$ cat src/include/mcg_pkg.sv
// Constants for the global machine-check capability and status registers
package mcg_pkg;
    localparam int          ADDR_W            = 12;
    localparam int          DATA_W            = 64;
    // Register locations on the plain register port
    localparam logic [11:0] ADDR_CAPABILITY   = 12'h179;
    localparam logic [11:0] ADDR_GLOBAL_STAT  = 12'h17A;
    localparam logic [11:0] ADDR_GLOBAL_CTRL  = 12'h17B;
    localparam logic [11:0] ADDR_IRQ_STATUS   = 12'h180;
    localparam logic [11:0] ADDR_IRQ_MASK     = 12'h181;
    // Capability fields
    localparam int          CAP_COUNT_LSB     = 0;
    localparam int          CAP_COUNT_W       = 8;
    localparam int          CAP_CTRL_BIT      = 8;
    // Global status fields
    localparam int          STAT_RESTART_BIT  = 0;
    localparam int          STAT_ERROR_BIT    = 1;
    localparam int          STAT_PROGRESS_BIT = 2;
    localparam int          STAT_W            = 3;
    localparam logic [2:0]  STAT_RESET        = 3'h0;
    // Interrupt event bits
    localparam int          IRQ_CHECK_BIT     = 0;
    localparam int          IRQ_SHUTDOWN_BIT  = 1;
    localparam int          IRQ_W             = 2;
    localparam logic [1:0]  IRQ_RESET         = 2'h0;
    localparam logic [63:0] CTRL_RESET        = 64'h0000000000000000;

    typedef enum logic [1:0] {
        MCG_RUN      = 2'h1,
        MCG_SHUTDOWN = 2'h2
    } mcg_state_t;
endpackage : mcg_pkg

$ cat src/mcg_global.sv
// Global machine-check capability, status, control and interrupt logic
// Behaviour
// RQ1: Capability low byte reports error bank count.
// RQ2: Capability bit 8 flags control register presence.
// RQ3: Check sets restart bit from restart qualifier.
// RQ4: Check sets error bit from association qualifier.
// RQ5: Check sets in-progress bit until software clears.
// RQ6: Check while in progress enters shutdown instead.
// RQ7: Software clears in-progress bit after handling.
// RQ8: Reserved bits read zero, writes ignored.
`timescale 1ns/1ps
`default_nettype none
module mcg_global #(
    parameter logic [7:0] BANK_COUNT   = 8'h05,
    parameter logic       CTRL_PRESENT = 1'h1
) (
    input  wire logic        i_core_clk,
    input  wire logic        i_resetn,
    input  wire logic [11:0] i_addr,
    input  wire logic [63:0] i_wdata,
    input  wire logic        i_wr,
    input  wire logic        i_rd,
    output var  logic [63:0] o_rdata,
    input  wire logic        i_check_event,
    input  wire logic        i_restart_ip_ok,
    input  wire logic        i_error_ip_assoc,
    output var  logic        o_check_raise,
    output var  logic        o_shutdown,
    output var  logic        o_irq
);

    // Check sequencing
    mcg_pkg::mcg_state_t state;
    mcg_pkg::mcg_state_t next_state;
    logic                next_check_raise;
    logic                next_shutdown;
    logic                check_ok;
    logic                check_fatal;

    // Global status and control
    logic [2:0]          status;
    logic [2:0]          next_status;
    logic [63:0]         ctrl;
    logic [63:0]         next_ctrl;

    // Interrupts
    logic [1:0]          irq_status;
    logic [1:0]          next_irq_status;
    logic [1:0]          irq_mask;
    logic [1:0]          next_irq_mask;
    logic                next_irq;

    // Register port
    logic [63:0]         next_rdata;

    // Decoded register strobes
    logic                wr_stat;
    logic                wr_ctrl;
    logic                wr_mask;
    logic                rd_cap;
    logic                rd_stat;
    logic                rd_ctrl;
    logic                rd_irq;
    logic                rd_mask;

    // Address compare, shared by every strobe decode
    function automatic logic hit(
        input logic [11:0] a,
        input logic [11:0] r
    );
        hit = (a == r);
    endfunction : hit

    // Capability word: fixed fields, reserved bits zero
    function automatic logic [63:0] cap_word(
        input logic [7:0] count,
        input logic       present
    );
        cap_word = 64'h0000000000000000;
        cap_word[mcg_pkg::CAP_COUNT_LSB +: mcg_pkg::CAP_COUNT_W] = count;
        cap_word[mcg_pkg::CAP_CTRL_BIT] = present;
    endfunction : cap_word

    // Zero-extends the status register into a read word
    function automatic logic [63:0] stat_word(input logic [2:0] v);
        stat_word = 64'h0000000000000000;
        stat_word[mcg_pkg::STAT_W-1:0] = v;
    endfunction : stat_word

    // Zero-extends an interrupt register into a read word
    function automatic logic [63:0] irq_word(input logic [1:0] v);
        irq_word = 64'h0000000000000000;
        irq_word[mcg_pkg::IRQ_W-1:0] = v;
    endfunction : irq_word

    // Status recorded by a check that is signalled normally
    function automatic logic [2:0] check_status(
        input logic restart,
        input logic assoc
    );
        check_status = mcg_pkg::STAT_RESET;
        check_status[mcg_pkg::STAT_RESTART_BIT]  = restart; // RQ3
        check_status[mcg_pkg::STAT_ERROR_BIT]    = assoc; // RQ4
        check_status[mcg_pkg::STAT_PROGRESS_BIT] = 1'h1; // RQ5
    endfunction : check_status

    // Level interrupt term: any sticky event that is not masked
    function automatic logic irq_level(
        input logic [1:0] events,
        input logic [1:0] mask
    );
        irq_level = |(events & mask);
    endfunction : irq_level

    // Write decode; writes to any other address are ignored
    always_comb begin
        wr_stat = i_wr && hit(i_addr, mcg_pkg::ADDR_GLOBAL_STAT);
        wr_ctrl = i_wr && CTRL_PRESENT &&
                  hit(i_addr, mcg_pkg::ADDR_GLOBAL_CTRL);
        wr_mask = i_wr && hit(i_addr, mcg_pkg::ADDR_IRQ_MASK);
    end

    // Read decode; reads of any other address return zero
    always_comb begin
        rd_cap  = i_rd && hit(i_addr, mcg_pkg::ADDR_CAPABILITY);
        rd_stat = i_rd && hit(i_addr, mcg_pkg::ADDR_GLOBAL_STAT);
        rd_ctrl = i_rd && CTRL_PRESENT &&
                  hit(i_addr, mcg_pkg::ADDR_GLOBAL_CTRL);
        rd_irq  = i_rd && hit(i_addr, mcg_pkg::ADDR_IRQ_STATUS);
        rd_mask = i_rd && hit(i_addr, mcg_pkg::ADDR_IRQ_MASK);
    end

    // Outcome of a check; judged on the registered in-progress bit
    always_comb begin
        check_ok    = 1'h0;
        check_fatal = 1'h0;
        // Events taken in shutdown change nothing
        if (i_check_event && (state == mcg_pkg::MCG_RUN)) begin
            check_fatal = status[mcg_pkg::STAT_PROGRESS_BIT]; // RQ6
            check_ok    = !status[mcg_pkg::STAT_PROGRESS_BIT]; // RQ5
        end
    end

    always_comb begin
        next_state       = state;
        next_check_raise = 1'h0;
        unique case (state)
            mcg_pkg::MCG_RUN: begin
                if (check_fatal) begin
                    next_state = mcg_pkg::MCG_SHUTDOWN; // RQ6
                end
                next_check_raise = check_ok;
            end
            mcg_pkg::MCG_SHUTDOWN: begin
                // Only reset leaves shutdown; further checks are dropped
                next_state = mcg_pkg::MCG_SHUTDOWN; // RQ6
            end
        endcase
        next_shutdown = (next_state == mcg_pkg::MCG_SHUTDOWN);
    end

    // Shutdown pin is its own flop so that no state decode reaches it
    always_ff @(posedge i_core_clk or negedge i_resetn) begin
        if (!i_resetn) begin
            state         <= mcg_pkg::MCG_RUN;
            o_check_raise <= 1'h0;
            o_shutdown    <= 1'h0;
        end else begin
            state         <= next_state;
            o_check_raise <= next_check_raise;
            o_shutdown    <= next_shutdown;
        end
    end

    // Global status; a normally signalled check overrides a same-cycle write
    always_comb begin
        next_status = status;
        if (wr_stat) begin
            // Upper write bits are dropped
            next_status[mcg_pkg::STAT_RESTART_BIT] =
                i_wdata[mcg_pkg::STAT_RESTART_BIT]; // RQ8
            next_status[mcg_pkg::STAT_ERROR_BIT] =
                i_wdata[mcg_pkg::STAT_ERROR_BIT];
            next_status[mcg_pkg::STAT_PROGRESS_BIT] =
                i_wdata[mcg_pkg::STAT_PROGRESS_BIT]; // RQ7
        end
        // A fatal check leaves the recorded status as it was
        if (check_ok) begin
            next_status = check_status(i_restart_ip_ok, i_error_ip_assoc);
        end
    end

    always_ff @(posedge i_core_clk or negedge i_resetn) begin
        if (!i_resetn) begin
            status <= mcg_pkg::STAT_RESET;
        end else begin
            status <= next_status;
        end
    end

    // Global control storage, present only when the capability says so
    always_comb begin
        next_ctrl = ctrl;
        if (wr_ctrl) begin
            next_ctrl = i_wdata;
        end
        if (!CTRL_PRESENT) begin
            // Absent register holds its reset value and reads zero
            next_ctrl = mcg_pkg::CTRL_RESET;
        end
    end

    always_ff @(posedge i_core_clk or negedge i_resetn) begin
        if (!i_resetn) begin
            ctrl <= mcg_pkg::CTRL_RESET;
        end else begin
            ctrl <= next_ctrl;
        end
    end

    // Interrupt mask, same layout as the interrupt status
    always_comb begin
        next_irq_mask = irq_mask;
        if (wr_mask) begin
            next_irq_mask = i_wdata[mcg_pkg::IRQ_W-1:0]; // RQ8
        end
    end

    always_ff @(posedge i_core_clk or negedge i_resetn) begin
        if (!i_resetn) begin
            irq_mask <= mcg_pkg::IRQ_RESET;
        end else begin
            irq_mask <= next_irq_mask;
        end
    end

    // Sticky events, cleared by a read; set after the clear so that an
    // event in the cycle of the clearing read is kept for the next read
    always_comb begin
        next_irq_status = irq_status;
        if (rd_irq) begin
            next_irq_status = mcg_pkg::IRQ_RESET;
        end
        if (check_ok) begin
            next_irq_status[mcg_pkg::IRQ_CHECK_BIT] = 1'h1;
        end
        if (check_fatal) begin
            next_irq_status[mcg_pkg::IRQ_SHUTDOWN_BIT] = 1'h1;
        end
    end

    always_ff @(posedge i_core_clk or negedge i_resetn) begin
        if (!i_resetn) begin
            irq_status <= mcg_pkg::IRQ_RESET;
        end else begin
            irq_status <= next_irq_status;
        end
    end

    // Built from next values so the pin follows its registers in step
    always_comb begin
        next_irq = irq_level(next_irq_status, next_irq_mask);
    end

    always_ff @(posedge i_core_clk or negedge i_resetn) begin
        if (!i_resetn) begin
            o_irq <= 1'h0;
        end else begin
            o_irq <= next_irq;
        end
    end

    // Read data stand only in the cycle after the strobe, zero otherwise
    always_comb begin
        // Reserved upper bits of every word except the control word stay zero
        next_rdata = 64'h0000000000000000;
        if (rd_cap) begin
            next_rdata = cap_word(BANK_COUNT, CTRL_PRESENT); // RQ1 RQ2
        end
        if (rd_stat) begin
            next_rdata = stat_word(status); // RQ8
        end
        if (rd_ctrl) begin
            next_rdata = ctrl;
        end
        if (rd_irq) begin
            next_rdata = irq_word(irq_status);
        end
        if (rd_mask) begin
            next_rdata = irq_word(irq_mask); // RQ8
        end
    end

    always_ff @(posedge i_core_clk or negedge i_resetn) begin
        if (!i_resetn) begin
            o_rdata <= 64'h0000000000000000;
        end else begin
            o_rdata <= next_rdata;
        end
    end
endmodule : mcg_global
`default_nettype wire

$ cat config.mk
export PLATFORM = sky130hd
export DESIGN_NAME = mcg_global
export DESIGN_NICKNAME = d
export VERILOG_FILES = /design/src/include/mcg_pkg.sv /design/src/mcg_global.sv
export SDC_FILE = /design/constraint.sdc
export NUM_CORES = 1
export LEC_CHECK = 0
export ABC_AREA = 1
export BUFFER_PORTS_ARGS = -buffer_cell sky130_fd_sc_hd__buf_2
export CORE_MARGIN = 2
export CORE_UTILIZATION = 56
export CTS_CLUSTER_DIAMETER = 100
export CTS_CLUSTER_SIZE = 12
export DETAILED_ROUTE_END_ITERATION = 8
export PLACE_DENSITY = 0.84
export SLEW_MARGIN = 20
export SYNTH_ARGS = -nofsm -noshare
export SYNTH_HDL_FRONTEND = slang
export SYNTH_SLANG_ARGS = --single-unit
$ cat constraint.sdc
create_clock -name i_core_clk -period 2.5 [get_ports i_core_clk]
set_input_delay 0.375 -clock i_core_clk [delete_from_list [all_inputs] [get_ports i_core_clk]]
set_output_delay 0.375 -clock i_core_clk [all_outputs]
set_load 0.005 [all_outputs]
==> results of run 1 <==
==> metal layers <==
metal / vias up / track usage, % / share of wire (%)
li1: 1875 / - / -
met1: 1871 / 26.20 / 41
met2: 136 / 36.14 / 52
met3: 20 / 6.860 / 5.8
met4: 2 / 9.073 / 1.7
met5: - / 0 / 0.14
==> layout make-up <==
cell class	instances	area, um^2
repair buffers	157	839.6
multi-input cells	275	1523
fillers	730	2759
flip-flops and latches	140	3505
clock buffers	20	435.4
inverters	82	307.8
clock inverters	12	193.9
well taps	133	166.4
==> cells by family after synthesis <==
kind of cell    after synthesis
compound gates               77
buf+inv                     102
flops                       140
simple gates                198
==> state kept, by name (all words and copies together) (netlist names) <==
signal         count
o_irq              1
o_rdata           64
irq_status         2
o_check_raise      1
status             3
o_shutdown         1
ctrl              64
state              2
irq_mask           2
==> through the flow <==
stage / setup slack, ns / power (uW) / utilization, % / area [um^2]
floorplan: 1.130 / 2339 / - / 5567
global placement: 0.6918 / 2471 / 65.07 / 6331
detailed placement: 0.5923 / 2475 / 65.07 / 6331
CTS: 1.041 / 5127 / 71.64 / 6970
global route: 0.9061 / 5248 / 71.64 / 6970
finish: 0.9949 / 5079 / 71.64 / 6970
==> timing repair <==
| action | 4_1_cts | 5_1_grt |
|---|---|---|
| endpoints found under the hold margin | 65 | 0 |
| setup buffers | 0 | 0 |
| hold buffers | 1 | 0 |
==> critical path, stage by stage <==
cell,delay [ns]
buf_2,0.08
inv_1,0.04
nand2_1,0.07
nor2_2,0.05
nand2_2,0.07
inv_2,0.05
nand3_4,0.07
buf_4,0.63
nor2_1,0.17
a21oi_1,0.26
==> report_power, final <==
part           switching (uW)  internal (uW)  total, uW
clock                     906           1740       2650
combinational            96.9           62.1        159
sequential               1.67           2270       2270
==> worst min path at each step <==
stage,startpoint,to,slack (ns)
after floorplan,i_resetn,ctrl[0],0.08
after global placement,i_resetn,ctrl[39],0.41
after detailed placement,i_resetn,ctrl[39],0.42
after CTS,i_wdata[7],ctrl[7],0.08
after global routing,i_wdata[16],ctrl[16],0.08
final,i_wdata[16],ctrl[16],0.1
==> cell usage in the layout (no fill, tap or decap), drive strengths merged, types with 2 or more instances in the layout <==
master,synthesis,final
nand3,12,12
nand2,46,46
clkinvlp,0,2
clkinv,0,5
clkbuf,4,20
nor2,135,135
inv,82,82
dfrtp,139,139
bufinv,0,5
nor3,2,2
buf,16,156
o21ai,13,13
nand4,2,2
a21oi,63,63
==> flow_summary.ini, run 1 <==
[logic_synthesis]
syn-num-nets = 600
ys_ff_latch = 140
synth_xor_area_share_pct = 0
synth.largest_area_cell = dfrtp_1
syn-mean-instance-area_um2 = 10.77
synth-adder-area-share_pct = 0
syn_area_mm2 = 0.005567
post-synth-top-count-cell = dfrtp_1
ys_seq_area_share_pct = 62.96
synth.top_cells.by_area = dfrtp_1 62%, nor2_1 7.4%, a21oi_2 6.6%
muxShareOfSynthArea_pct = 0
synth_edf_count = 0
synth_top_area_share_pct = 62.49
ys.flop_type = dfrtp_1
synth_compound_area_share_pct = 10.00
synth_top_family_by_area = simple AND/OR/NAND/NOR gates
async_reset_ff_share_pct = 100.0
yosysWarnings = 0
post_synth_inst_count = 517
yosys.area_share.simple_pct = 17.35
synthTopCellsByCount = 139 x dfrtp_1, 110 x nor2_1, 79 x inv_1, 45 x nand2_1, 42 x a21oi_2
yosysUniqueCellTypes = 26

[place]
port_buffers = 149
placedCellCount = 786
place_congestion = 0.8195
hpwl_mm = 7.491

[global_route]
grt_pass1_wl_mm = 18.33
track_usage_pct = 21.66
grt_overflow = 0
grt_max_degree = 72
grt_antenna_before_repair = 1
grt_pass1_vias = 3924

[setup_path]
critPathKind = primary input to register
cp.arrival_ns = 1.91
rr_endpoint = status[0]
worstReg2RegStart = state[0]
crit_fanout = 71
worstPathRequired_ns = 2.91
reg2reg_slack_ns = 1.07
crit_end = ctrl[56]
critical_path.startpoint = i_addr[7]
end_kind = register
cp-start-kind = primary input
worst-r2r-cell-count = 8

[timing]
slew_violations = 0
post-route-period-util_pct = 60.20
hold_violations = 0
finalSetupViolations = 0
relSlewSlack_pct = 46.45
rsz0062_at_grt = no
max_freq_mhz = 664.4
hold_slack_ns = 0.09862
setup_tns_ns = 0
finClkSkew_ns = 0.009086
max_slew.worst_pin.slew_ns = 0.8032
period_needed_ns = 1.505

[detailed_routing]
wirelength_mm = 11.12
wl_per_cell_um = 13.57
ant_nets = 0
dr.pass1.iters = 6
drt_iter0_drc = 224
vias = 3904
drc_errors = 0
viasPerCell = 4.767

[clocking]
cts-resized-gates = 0
clock_latency_ns = 0.52
cts_max_level = 4
cts_root_buffer = clkbuf_8
clk_pin_slew_ns = 0.06
clock_path_buffers = 2
cts_tree = yes
cts_sinks = 140
cts_buffers = 17

[floorplan]
start_util_pct = 57.21
fp.coreArea_mm2 = 0.009729
fp-row-count = 36
die_area_mm2 = 0.01075
die_w_um = 103.7
die_h_um = 103.7
boundaryPins = 150

[hold_path]
worstHoldPathCells = 3
hp-class = primary input to register

[power_and_ir_drop]
p_leak_uw = 0.004103
ir_drop_mv = 0.4850
p_per_area_mw_per_mm2 = 728.7

[final_layout]
area_growth_pct = 25.22
antenna_cells = 0
nNetsFinal = 756
final_cells = 819
drive_gt1_share_pct = 38.78

[run_status]
status = complete, no violations

[job]
cap_violations = 0
No activity file was read; power rests on OpenSTA's default activity.
==> inputs of run 2 (changes only) <==
Settings changed: ABC_AREA 1 to 0, CORE_UTILIZATION 56 to 47, PLACE_DENSITY 0.84 to 0.76.
Clock period 2.5 ns to 1.3 ns, I/O delays scaled along.
==> run 2 against run 1 <==
Net effect:
- the run now ends with negative setup slack left
- combinational power grew 150%
- sequential cell count unchanged
- die area is 15% higher
- clock skew down 0.0013 ns
- sequential share of layout area shrank 2.8 points
- power rose by 80%
- synthesized cell count fell by 35%
==> flow_summary.ini, run 2 <==
[clocking]
cts_max_level = 4
cts_buffers = 17
clk_pin_slew_ns = 0.06
cts_sinks = 140
clock_path_buffers = 2
clock_latency_ns = 0.42
cts_root_buffer = clkbuf_16
cts_tree = yes

[logic_synthesis]
yosysUniqueCellTypes = 37
synthTopCellsByCount = 139 x dfrtp_1, 61 x and2_1, 60 x mux2_4, 8 x inv_1
yosysWarnings = 0
synth.largest_area_cell = dfrtp_1
ys_ff_latch = 140
async_reset_ff_share_pct = 100.0
synth_top_area_share_pct = 64.40
syn-num-nets = 421
synth_edf_count = 0
syn_area_mm2 = 0.005401
post-synth-top-count-cell = dfrtp_1
ys.flop_type = dfrtp_1
syn-mean-instance-area_um2 = 15.98
ys_seq_area_share_pct = 64.88
post_synth_inst_count = 338
synth.top_cells.by_area = dfrtp_1 64%, mux2_4 17%, and2_1 7.1%

[setup_path]
end_kind = register
reg2reg_slack_ns = -0.001
cp-start-kind = register
crit_fanout = 3
worstPathRequired_ns = 1.60
critPathKind = register to register
cp.arrival_ns = 1.60

[final_layout]
layout_common_cells = 147 x buf_2, 139 x dfrtp_1, 62 x mux2_4
area_growth_pct = 36.55
top_regs = ctrl (64), o_rdata (64), status (3)
drive_gt1_share_pct = 51.34
nNetsFinal = 630
fin_area_mm2 = 0.007376
antenna_cells = 0
fin_util_pct = 65.15
mostFrequentLayoutCell = buf_2

[timing]
max_freq_mhz = 768.4
finalSetupViolations = 1
slew_violations = 0
hold_slack_ns = 0.01971
hold_violations = 0
rsz0062_at_grt = yes
max_slew.worst_pin.slew_ns = 0.3383
worst_slack_ns = -0.001336
post-route-period-util_pct = 100.1
period_needed_ns = 1.301
setup_tns_ns = -0.001336
finClkSkew_ns = 0.007789
relSlewSlack_pct = 77.45

[run_status]
status = complete, but fails checks
violations = negative setup slack

[hold_path]
hp-class = primary input to register

[global_route]
grt_overflow = 0
track_usage_pct = 18.82
grt_max_degree = 41
grt_pass1_vias = 3625
grt_pass1_wl_mm = 18.20
grt_antenna_before_repair = 0

[place]
hpwl_mm = 7.231
port_buffers = 149
placedInstanceArea_mm2 = 0.006441
place_congestion = 0.8353

[detailed_routing]
wirelength_mm = 11.07
drt_iter0_drc = 191
dr.pass1.iters = 4
vias = 3371
viasPerCell = 4.802
ant_nets = 0
wl_per_cell_um = 15.77
drc_errors = 0

[power_and_ir_drop]
pwr-share-clk_pct = 47.9
p_comb_share_pct = 4.3
switching_power_uw = 1924
p_per_area_mw_per_mm2 = 1241
p_sw_share_pct = 21.02
internal_power_uw = 7229
p_seq_share_pct = 47.8
ir_drop_mv = 0.8561
p_leak_uw = 0.003953

[floorplan]
boundaryPins = 150
fp-row-count = 39
die_w_um = 111.2
start_util_pct = 47.71
die_h_um = 111.2
die_area_mm2 = 0.01237
fp.coreArea_mm2 = 0.01132

[job]
cap_violations = 0
[run 2: cell count changes after synthesis, moves of 6 or more]
cell and delta:
a21oi_1 -17, a21oi_2 -42, and2_1 +61, buf_6 -7, clkbuf_2 +7, inv_1 -71, mux2_2 +6, mux2_4 +60
nand2_1 -44, nand3_1 -7, nor2_1 -107, nor2_4 -21
[run 2: logic make-up after synthesis]
group | count (synthesis) | share of synthesized area, %
compound gates | 18 | 2.062
buf+inv | 23 | 3.868
flops | 140 | 64.88
mux | 67 | 18.11
simple gates | 90 | 11.07
[run 2: per-stage QoR]
| step | std cells | total power, uW | setup slack (ns) |
|---|---|---|---|
| finish | 702 | 9152 | -0.001336 |
| detailed placement | 639 | 4771 | -0.4348 |
| global placement | 639 | 4764 | -0.4242 |
| global route | 702 | 9502 | -0.04340 |
| CTS | 700 | 9266 | 0.001040 |
| floorplan | 338 | 4490 | -0.2890 |
[run 2: worst paths after layout]
check	start	end	cells after the start
worst max-delay path	state[0]	status[0]	5
worst min-delay path	i_wdata[8]	ctrl[8]	2
worst max register to register	state[0]	status[0]	5
worst min register to register	ctrl[42]	o_rdata[42]	1
max in group asynchronous	i_resetn	state[0]	3
min in group asynchronous	i_resetn	o_rdata[39]	2
[run 2: routing by layer]
layer	vias up	part of all wire (%)	GRT usage [%]
li1	1563	-	-
met1	1663	44	24.76
met2	128	48	29.76
met3	17	6.0	5.522
met4	0	1.7	7.160
met5	-	0	0
[run 2: area by class of cell]
type,instances,area (um^2)
Clock buffer,19,442.9
Sequential cell,140,3505
Timing Repair Buffer,205,1375
Fill cell,852,3945
Multi-Input combinational cell,175,1743
Clock inverter,12,98.84
Inverter,8,32.53
Tap cell,143,178.9
[run 2: power groups by stage]
stage	Clock (uW)	Combinational, uW	Sequential [uW]
2_1_floorplan	0	39.4	4450
3_5_place_dp	0	320	4450
3_3_place_gp	0	313	4450
6_report	4380	395	4370
4_1_cts	4500	394	4370
5_1_grt	4690	440	4370
[run 2: worst max-delay path: stages, from the launching register on]
cell	delay (ns)
dfstp_2	0.53
nand2_1	0.05
or3_4	0.35
buf_6	0.14
nor2_2	0.07
a21oi_1	0.04
[run 2: repair_timing]
item,4_1_cts,5_1_grt
pin swaps,1,2
gates resized for setup,2,13
hold buffers,30,0
hold endpoints to repair,100,0
cloned,0,1
setup endpoints to repair,3,5
setup buffers,0,1
